File: config.mk
export PLATFORM = sky130hd
export DESIGN_NAME = nsx_exec
export DESIGN_NICKNAME = d
export VERILOG_FILES = /design/src/logic/nsx_pkg.sv /design/src/logic/nsx_decode.sv /design/src/logic/nsx_exec.sv
export SDC_FILE = /design/constraint.sdc
export NUM_CORES = 1
export LEC_CHECK = 0
export ABC_AREA = 0
export BUFFER_PORTS_ARGS = -buffer_cell sky130_fd_sc_hd__buf_2
export CAP_MARGIN = 20
export CORE_MARGIN = 8
export CORE_UTILIZATION = 25
export CTS_CLUSTER_DIAMETER = 120
export DETAILED_ROUTE_END_ITERATION = 16
export HOLD_SLACK_MARGIN = 0.15
export PLACE_DENSITY = 0.54
export SYNTH_ARGS = -nofsm -noshare
export SYNTH_HDL_FRONTEND = slang
export SYNTH_SLANG_ARGS = --single-unit
export TNS_END_PERCENT = 10
File: constraint.sdc
create_clock -name clock -period 3.25 [get_ports clock]
set_clock_uncertainty 0.05 [all_clocks]
set_input_delay 0.8125 -clock clock [delete_from_list [all_inputs] [get_ports clock]]
set_output_delay 0.8125 -clock clock [all_outputs]
set_load 0.005 [all_outputs]
File: src/logic/nsx_pkg.sv
// Package of encodings, field layouts and types for the nibble-swap/XOR/direction executor
package nsx_pkg;
    // ------------------------------------------------------------
    // Instruction fields
    // ------------------------------------------------------------
    localparam int INSTR_W = 14;
    localparam int DATA_W = 8;
    localparam int FADDR_W = 7;
    localparam int DEST_BIT = 7;
    localparam logic [5:0] OPC_SWAP = 6'h0E;
    localparam logic [5:0] OPC_XORF = 6'h06;
    localparam logic [5:0] OPC_XORL = 6'h3A;
    localparam logic [10:0] OPC_DIR = 11'h00C;
    localparam logic [2:0] DIR_SEL_MIN = 3'h5;
    localparam logic [2:0] DIR_SEL_MAX = 3'h7;
    localparam logic [6:0] DIR_FADDR_BASE = 7'h05;
    localparam logic [6:0] DIR_FADDR_BANK = 7'h00;
    localparam logic [7:0] DIR_RESET = 8'hFF;
    localparam logic [7:0] W_RESET = 8'h00;
    localparam int NUM_DIR = 3;

    // ------------------------------------------------------------
    // Types
    // ------------------------------------------------------------
    typedef enum logic [1:0] {
        NSX_Q1 = 2'b00,
        NSX_Q2 = 2'b01,
        NSX_Q3 = 2'b10,
        NSX_Q4 = 2'b11
    } nsx_phase_t;

    typedef enum logic [2:0] {
        NSX_OP_NONE = 3'b000,
        NSX_OP_SWAP = 3'b001,
        NSX_OP_XORF = 3'b010,
        NSX_OP_XORL = 3'b011,
        NSX_OP_DIR = 3'b100
    } nsx_op_t;

    typedef struct packed {
        nsx_op_t op;
        logic toFile;
        logic [FADDR_W-1:0] faddr;
        logic [DATA_W-1:0] literal;
        logic [1:0] dirIdx;
    } nsx_dec_t;

    typedef struct packed {
        logic en;
        logic [FADDR_W-1:0] addr;
        logic [DATA_W-1:0] data;
    } nsx_fwr_t;
endpackage

File: src/logic/nsx_decode.sv
// Combinational opcode decoder for the four supported instructions
`timescale 1ns/1ps
`default_nettype none
module nsx_decode
    import nsx_pkg::*;
(
    input wire logic [INSTR_W-1:0] instr,
    output nsx_dec_t dec
);
    logic [2:0] sel;
    always_comb begin
        sel = instr[2:0];
        dec = '0;
        dec.op = NSX_OP_NONE;
        dec.faddr = instr[FADDR_W-1:0];
        dec.toFile = instr[DEST_BIT];
        dec.literal = instr[DATA_W-1:0];
        dec.dirIdx = 2'(sel - DIR_SEL_MIN);
        if (instr[13:8] == OPC_SWAP) begin
            dec.op = NSX_OP_SWAP;
        end else if (instr[13:8] == OPC_XORF) begin
            dec.op = NSX_OP_XORF;
        end else if (instr[13:8] == OPC_XORL) begin
            dec.op = NSX_OP_XORL;
        end else if (instr[13:3] == OPC_DIR && sel >= DIR_SEL_MIN && sel <= DIR_SEL_MAX) begin
            dec.op = NSX_OP_DIR;
        end
    end
endmodule // nsx_decode
`default_nettype wire

File: src/logic/nsx_exec.sv
// Four-phase executor for nibble swap, XOR and direction-load instructions
`timescale 1ns/1ps
`default_nettype none
module nsx_exec
    import nsx_pkg::*;
(
    input wire logic clock,
    input wire logic rst,
    input wire logic clkEn,
    input wire logic [INSTR_W-1:0] instr,
    input wire logic instrValid,
    output logic [FADDR_W-1:0] fileRdAddr,
    input wire logic [DATA_W-1:0] fileRdData,
    output nsx_fwr_t fileWr,
    input wire nsx_fwr_t busWr,
    input wire logic [FADDR_W-1:0] busRdAddr,
    output logic [DATA_W-1:0] busRdData,
    output logic busRdHit,
    output logic [DATA_W-1:0] wReg,
    output logic zeroFlag,
    output logic zeroWrEn,
    output logic [NUM_DIR*DATA_W-1:0] dirRegs,
    output nsx_phase_t phase,
    output logic done
);
    // ------------------------------------------------------------
    // State
    // ------------------------------------------------------------
    typedef struct packed {
        nsx_phase_t phase;
        nsx_dec_t dec;
        logic [DATA_W-1:0] operand;
        logic [DATA_W-1:0] result;
        logic [DATA_W-1:0] w;
        logic zero;
        logic zeroWe;
        nsx_fwr_t fwr;
        logic done;
        logic [NUM_DIR-1:0][DATA_W-1:0] dir;
        logic [DATA_W-1:0] busRd;
    } nsx_state_t;

    nsx_state_t st_r;
    nsx_state_t st_nxt;
    nsx_dec_t decNow;
    logic [NUM_DIR-1:0] busDirHit;
    logic [NUM_DIR-1:0] rdDirHit;

    nsx_decode u_decode (
        .instr(instr),
        .dec(decNow)
    );

    // ------------------------------------------------------------
    // Direction register address match
    // ------------------------------------------------------------
    genvar gi;
    generate
        for (gi = 0; gi < NUM_DIR; gi++) begin : g_dir
            assign busDirHit[gi] = busWr.en && busWr.addr == DIR_FADDR_BASE + 7'(gi);
            assign rdDirHit[gi] = busRdAddr == DIR_FADDR_BASE + 7'(gi);
        end
    endgenerate

    // ------------------------------------------------------------
    // Next state
    // ------------------------------------------------------------
    always_comb begin
        st_nxt = st_r;
        st_nxt.done = 1'b0;
        st_nxt.zeroWe = 1'b0;
        st_nxt.fwr.en = 1'b0;
        st_nxt.busRd = '0;
        for (int i = 0; i < NUM_DIR; i++) begin
            if (busDirHit[i]) begin
                st_nxt.dir[i] = busWr.data;
            end
            if (rdDirHit[i]) begin
                st_nxt.busRd = st_r.dir[i];
            end
        end
        case (st_r.phase)
            NSX_Q1: begin
                st_nxt.dec = instrValid ? decNow : '0;
                st_nxt.phase = NSX_Q2;
            end
            NSX_Q2: begin
                st_nxt.operand = (st_r.dec.op == NSX_OP_XORL) ? st_r.dec.literal : fileRdData;
                st_nxt.phase = NSX_Q3;
            end
            NSX_Q3: begin
                case (st_r.dec.op)
                    NSX_OP_SWAP: st_nxt.result = {st_r.operand[3:0], st_r.operand[7:4]};
                    NSX_OP_XORF: st_nxt.result = st_r.w ^ st_r.operand;
                    NSX_OP_XORL: st_nxt.result = st_r.w ^ st_r.operand;
                    default: st_nxt.result = st_r.w;
                endcase
                st_nxt.phase = NSX_Q4;
            end
            NSX_Q4: begin
                case (st_r.dec.op)
                    NSX_OP_SWAP, NSX_OP_XORF: begin
                        if (st_r.dec.toFile) begin
                            st_nxt.fwr.en = 1'b1;
                            st_nxt.fwr.addr = st_r.dec.faddr;
                            st_nxt.fwr.data = st_r.result;
                        end else begin
                            st_nxt.w = st_r.result;
                        end
                    end
                    NSX_OP_XORL: st_nxt.w = st_r.result;
                    NSX_OP_DIR: st_nxt.dir[st_r.dec.dirIdx] = st_r.w;
                    default: ;
                endcase
                if (st_r.dec.op == NSX_OP_XORF || st_r.dec.op == NSX_OP_XORL) begin
                    st_nxt.zero = st_r.result == 8'h00;
                    st_nxt.zeroWe = 1'b1;
                end
                if (st_r.dec.toFile && st_r.dec.op == NSX_OP_XORF) begin
                    for (int i = 0; i < NUM_DIR; i++) begin
                        if (st_r.dec.faddr == DIR_FADDR_BASE + 7'(i)) begin
                            st_nxt.dir[i] = st_r.result;
                        end
                    end
                end
                if (st_r.dec.toFile && st_r.dec.op == NSX_OP_SWAP) begin
                    for (int i = 0; i < NUM_DIR; i++) begin
                        if (st_r.dec.faddr == DIR_FADDR_BASE + 7'(i)) begin
                            st_nxt.dir[i] = st_r.result;
                        end
                    end
                end
                st_nxt.done = st_r.dec.op != NSX_OP_NONE;
                st_nxt.phase = NSX_Q1;
            end
            default: st_nxt.phase = NSX_Q1;
        endcase
        if (!clkEn) begin
            st_nxt = st_r;
        end
    end

    always_ff @(posedge clock or posedge rst) begin
        if (rst) begin
            st_r <= '0;
            st_r.phase <= NSX_Q1;
            st_r.w <= W_RESET;
            st_r.dir <= {NUM_DIR{DIR_RESET}};
        end else begin
            st_r <= st_nxt;
        end
    end

    // ------------------------------------------------------------
    // Outputs
    // ------------------------------------------------------------
    assign fileRdAddr = st_r.dec.faddr;
    assign fileWr = st_r.fwr;
    assign busRdData = st_r.busRd;
    assign busRdHit = |rdDirHit;
    assign wReg = st_r.w;
    assign zeroFlag = st_r.zero;
    assign zeroWrEn = st_r.zeroWe;
    assign dirRegs = st_r.dir;
    assign phase = st_r.phase;
    assign done = st_r.done;
endmodule // nsx_exec
`default_nettype wire

=== Yosys cells after proc, flatten, opt, wreduce, memory -nomap -nowiden ===
Cells that the tools add are included.

* Flip-flop bits (word level): 98
* Input port bits: 49
* Output and inout port bits: 69
* Logic and storage cells: 100

* Add/sub/neg operators: 1
* Order comparisons: 4
* Equality and inequality tests: 21
* Multiplexer cells: 32
* Bitwise operators: 1
* Reduce and logical (&&, ||, !) cells: 22

{| class="wikitable"
|+ Operator list
! cell !! number
|-
| $mux W8 || 15
|-
| $mux W24 || 3
|-
| $eq A7 B3 Y1 const B || 9
|-
| $mux W42 || 1
|-
| $mux W16 || 2
|-
| $pmux W8 S2 || 2
|-
| $bwmux W24 || 1
|-
| $mux W21 || 1
|-
| $demux W8 S2 || 1
|-
| $mux W3 || 4
|-
| $eq A11 B4 Y1 const B || 1
|-
| $logic_and A1 B1 Y1 || 8
|-
| $logic_not A8 Y1 || 1
|-
| $pmux W2 S4 || 1
|-
| $reduce_and A4 Y1 || 2
|-
| $xor A8 B8 Y8 || 1
|-
| $eq A3 B2 Y1 const B || 2
|-
| $eq A6 B3 Y1 const B || 1
|-
| $eq A6 B4 Y1 const B || 1
|-
| $eq A6 B6 Y1 const B || 1
|-
| $reduce_and A2 Y1 || 3
|-
| $eq A2 B2 Y1 const B || 2
|-
| $reduce_or A2 Y1 || 2
|-
| $eq A3 B1 Y1 const B || 1
|-
| 15 further kinds || 15
|}

=== Logic depth before layout (Yosys ltp) ===
* Word-level depth: 11
* Gate-level depth with buffers: 7
* Mapped depth without buffers: 6

=== By module ===
Synthesis repeated with hierarchy kept, for this count alone.

* Cells, all modules: 584
* Area total of the unflattened synthesis: 5,695.5 µm²

{| class="wikitable"
|+ Modules (own cells, without submodules)
! module !! times used !! cells an instance !! area an instance (µm²) !! seq. area each (µm²)
|-
| nsx_exec || 1 || 551 || 5,445.2 || 2,482.4
|-
| nsx_decode || 1 || 33 || 250.2 || 0.0
|}

=== Worst setup path before layout ===
No wires, ideal clock.

* Path kind: input to register
* From: input busWr[13] (netlist name)
* To: register st_r, in the netlist dirRegs[12]
* Arrival time: 2,433 ps
* Slack: 679 ps
* Stages on the path: 6
* Path buffers: 1
* Path through: or4b_1 > buf_1 > o21a_1 > a311oi_4 > nor2b_1 > or3_1

* Longest elaborated chain between the ends: 10

{| class="wikitable"
|+ Ends and longest elaborated chain
! what !! line !! text
|-
| start: declaration || nsx_exec.sv:15 || <nowiki>input wire nsx_fwr_t busWr,</nowiki>
|-
| $eq A7 B3 Y1 (*) || nsx_exec.sv:60 || <nowiki>assign busDirHit[gi] = busWr.en && busWr.addr == DIR_FADDR_BASE + 7'(gi);</nowiki>
|-
| $logic_and A1 B1 Y1 (*) || nsx_exec.sv:60 ||
|-
| $mux W8 (*) || nsx_exec.sv:75 || <nowiki>if (busDirHit[i]) begin</nowiki>
|-
| $bwmux W24 || nsx_exec.sv:112 || <nowiki>NSX_OP_DIR: st_nxt.dir[st_r.dec.dirIdx] = st_r.w;</nowiki>
|-
| $mux W24 || nsx_exec.sv:101 || <nowiki>case (st_r.dec.op)</nowiki>
|-
| $mux W8 || nsx_exec.sv:121 || <nowiki>if (st_r.dec.faddr == DIR_FADDR_BASE + 7'(i)) begin</nowiki>
|-
| $mux W24 || nsx_exec.sv:119 || <nowiki>if (st_r.dec.toFile && st_r.dec.op == NSX_OP_XORF) begin</nowiki>
|-
| $mux W8 || nsx_exec.sv:128 || <nowiki>if (st_r.dec.faddr == DIR_FADDR_BASE + 7'(i)) begin</nowiki>
|-
| $mux W24 || nsx_exec.sv:126 || <nowiki>if (st_r.dec.toFile && st_r.dec.op == NSX_OP_SWAP) begin</nowiki>
|-
| $mux W42 (*) || nsx_exec.sv:82 || <nowiki>case (st_r.phase)</nowiki>
|-
| end signal: assignment || nsx_exec.sv:150 || <nowiki>st_r <= st_nxt;</nowiki>
|-
| end: declaration || nsx_exec.sv:43 || <nowiki>nsx_state_t st_r;</nowiki>
|}

Mark *: on every way between the ends. The rest lies on a longest branch, timed or not.
A chain may end at the register's enable or synchronous reset.

=== Final worst setup path ===
Same ends and word-level chain as after synthesis.

==> results_dict.tcl <==
set metrics [dict create \
    hold_depth 1 \
    first_iter_violations 229 \
    io_pins 118 \
    seq_power_share_pct 48.8 \
    outcome "finished, final reports clean" \
    r2r-start "st_r[83]" \
    hold_path.class "flip-flop to flip-flop" \
    timing.final.setup_violations 0 \
    crit_path_max_fanout 8 \
    cts-resized-gates 0 \
    dieWidth_um 161.6 \
    grt_max_degree 40 \
    diodes 0 \
    fin_setup_tns_ns 0 \
    worst_pin_slew_ns 1.069 \
    io_buffer_count 117 \
    vdd.ir_drop.worst_v 0.0002784 \
    reg2reg_depth 5 \
    antenna_found_initial 0 \
    min_to "fileWr[15]" \
    crit_path_end_kind "flip-flop" \
    clk_pin_slew_worst_paths_ns 0.07 \
    vias_per_cell 4.784 \
    start_util_pct 25.36 \
    power.density_mw_per_mm2 527.7 \
    postLayoutCellArea_mm2 0.006000 \
    rows 53 \
    numCtsBuffers 9 \
    drt-pass1-iter-count 5 \
    wl_per_cell_um 17.56 \
    finalCritPeriodShare_pct 77.93 \
    synth_warnings 0 \
    hold_violations 0 \
    syn_area_per_cell_um2 9.614 \
    place_ws_ns 0.3653 \
    syn-cell-area_mm2 0.005298 \
    post-route-drc-count 0 \
    cp.arrival_ns 2.75 \
    cts_sinks 90 \
    r2r_end "dirRegs[17]" \
    grt_pass1_wl_mm 24.64 \
    root_buffer "clkbuf_16" \
    period_minus_slack_ns 2.533 \
    multi_input_area_mm2 0.002335 \
    finalWirelength_mm 15.42 \
    ys_seq_elements 90 \
    grt_usage_pct 11.94 \
    p_int_mw 2.088 \
    drive_above_1_share_pct 34.83 \
    place_hpwl_mm 12.01 \
    cts_tree "done" \
    clk_latency_ns 0.35 \
    power_switching_mw 1.078 \
    power_leakage_nw 2.773 \
    place_congestion 0.7961 \
    fillers 2258 \
    vias 4200 \
    cts_setup_buffers 0 \
    cts_hold_buf 0 \
    clockPowerShare_pct 31.2 \
    ant_nets 0 \
    criticalPathCategory "input pin to flip-flop" \
    placed_cell_area_mm2 0.005722 \
    synth_nets 607 \
    syn_to_final_growth_pct 13.25 \
    worst_slack_ns 0.7173 \
    chipHeight_um 161.6 \
    syn-instance-count 551 \
    core_mm2 0.02089 \
    async_reset_ff_share_pct 100.0 \
    synth-edff-count 0 \
    fin_nets 654 \
    die-area_mm2 0.02610 \
    critPathLaunchType "input pin" \
    overflow 0 \
    rsz0062_at_grt "no" \
    p_comb_share_pct 20.0 \
    final-seq-area_mm2 0.002282 \
    clk_path_buf_depth 2 \
    max_freq_mhz 394.8 \
    yosysSeqAreaShare_pct 43.08 \
    grt_pass1_vias 4146 \
    swShare_pct 34.06 \
    drv_slew 0 \
    htree_levels 3 \
    reg2reg_slack_ns 0.74 \
    required_ns 3.47 \
    ys_types 62 \
    hp-start "fileWr[15]" \
    synth_flop_cell "dfrtp_1" \
    relSlewSlack_pct 27.58 \
    maxCapViolations 0 \
]
## critical path, stage by stage
cell and delay, ns:
buf_2 0.10, or4b_1 0.66, or2_1 0.31, a311oi_4 0.43
nor2b_1 0.10, or3_1 0.32
## synth_stat cells (2+ instances only)
cell,number,area share (%)
or4bb_1,2,0.43
nor4b_1,3,0.50
mux2i_1,8,1.5
a211oi_1,3,0.43
nand2b_1,5,0.59
nor4_1,7,0.83
o311ai_1,2,0.33
ha_1,7,1.7
o311ai_0,4,0.66
nor3_1,10,0.94
nand4b_1,3,0.50
a22o_1,3,0.50
nor2b_1,8,0.94
nor2_1,37,2.6
a21oi_1,22,2.1
nand2_1,56,4.0
nand3_1,3,0.28
and2_1,2,0.24
mux2_2,31,6.6
inv_1,21,1.5
o21ai_0,25,2.4
o221ai_1,3,0.50
buf_1,5,0.35
a22oi_1,24,3.4
dfstp_2,24,12
o31ai_1,3,0.43
a31oi_1,8,0.94
o2bb2ai_1,9,1.5
clkbuf_1,17,1.2
buf_4,65,9.2
nor3b_1,2,0.28
buf_2,4,0.38
dfrtp_1,66,31
nand3b_1,2,0.28
nand4_1,5,0.59
a211o_1,2,0.33
nor3_2,2,0.38
o22ai_1,12,1.4
or3_1,4,0.47
o21a_1,2,0.28
a221o_1,5,0.94
o211ai_1,5,0.71
## flip-flops by register name, indices dropped and copies added, names as in the netlist
register	flops
dirRegs	24
st_r	23
fileWr	16
busRdData	8
wReg	8
fileRdAddr	6
phase	2
done	1
zeroFlag	1
zeroWrEn	1
## layer usage
layer,track usage [%],up-vias,wire length (µm)
li1,-,2039,-
met1,16.71,2012,7434
met2,17.59,142,6728
met3,3.614,7,1128
met4,2.820,0,123
met5,0,-,0
## worst max path at each step
stage          startpoint      endpoint  slack [ns]
3_3_place_gp    busWr[13]   dirRegs[14]        0.41
3_5_place_dp    busWr[13]    dirRegs[1]        0.37
6_report        busWr[13]   dirRegs[12]        0.72
5_1_grt         busWr[13]    dirRegs[1]        0.54
2_1_floorplan         rst  busRdData[0]        0.09
4_1_cts         busWr[13]    dirRegs[1]        0.71
## logic make-up after synthesis
kind of cell | share of synthesized area, %
adder cells (fa/ha/maj) | 1.653
buffers and inverters | 12.85
AO/OA/AOI/OAI | 18.64
flip-flops | 43.08
multiplexers | 8.101
AND/OR/NAND/NOR | 15.35
XOR/XNOR | 0.3307
## cells in the final DEF (no fill, tap or decap), drive strengths merged, types with 9 or more instances in the layout
cell type,Yosys,routed
buf,75,128
dfrtp,66,66
nand2,56,56
nor2,37,37
mux2,31,31
o21ai,25,25
a22oi,24,24
dfstp,24,24
inv,21,23
a21oi,22,22
o22ai,12,12
nor3,12,12
o2bb2ai,9,9
clkbuf,17,9
a31oi,9,9
## layout make-up
class / instances / share of cell area, %
Clock buffer: 9 / 3.754
Clock inverter: 7 / 0.8759
Inverter: 21 / 1.335
Multi-Input combinational cell: 348 / 38.92
Sequential cell: 90 / 38.04
Tap cell: 275 / 5.735
Timing Repair Buffer: 128 / 11.35
## power by group through the flow
| stage | combinational (mW) | sequential, mW | clock, mW |
|---|---|---|---|
| after global routing | 0.739 | 1.58 | 1.08 |
| after detailed placement | 0.643 | 1.57 | 0 |
| after CTS | 0.647 | 1.55 | 1.03 |
| after floorplan | 0.532 | 1.46 | 0 |
| final | 0.634 | 1.55 | 0.987 |
| after global placement | 0.632 | 1.56 | 0 |
## stage by stage
| stage | utilization [%] | hold slack (ns) | power [mW] | std cells |
|---|---|---|---|---|
| floorplan | - | 0.4049 | 1.995 | 551 |
| finish | 28.72 | 0.4240 | 3.166 | 878 |
| detailed placement | 27.39 | 0.4133 | 2.209 | 862 |
| global route | 28.72 | 0.4463 | 3.393 | 878 |
| global placement | 27.39 | 0.4125 | 2.195 | 862 |
| CTS | 28.72 | 0.4280 | 3.217 | 878 |
No activity file was read; power rests on OpenSTA's default activity.
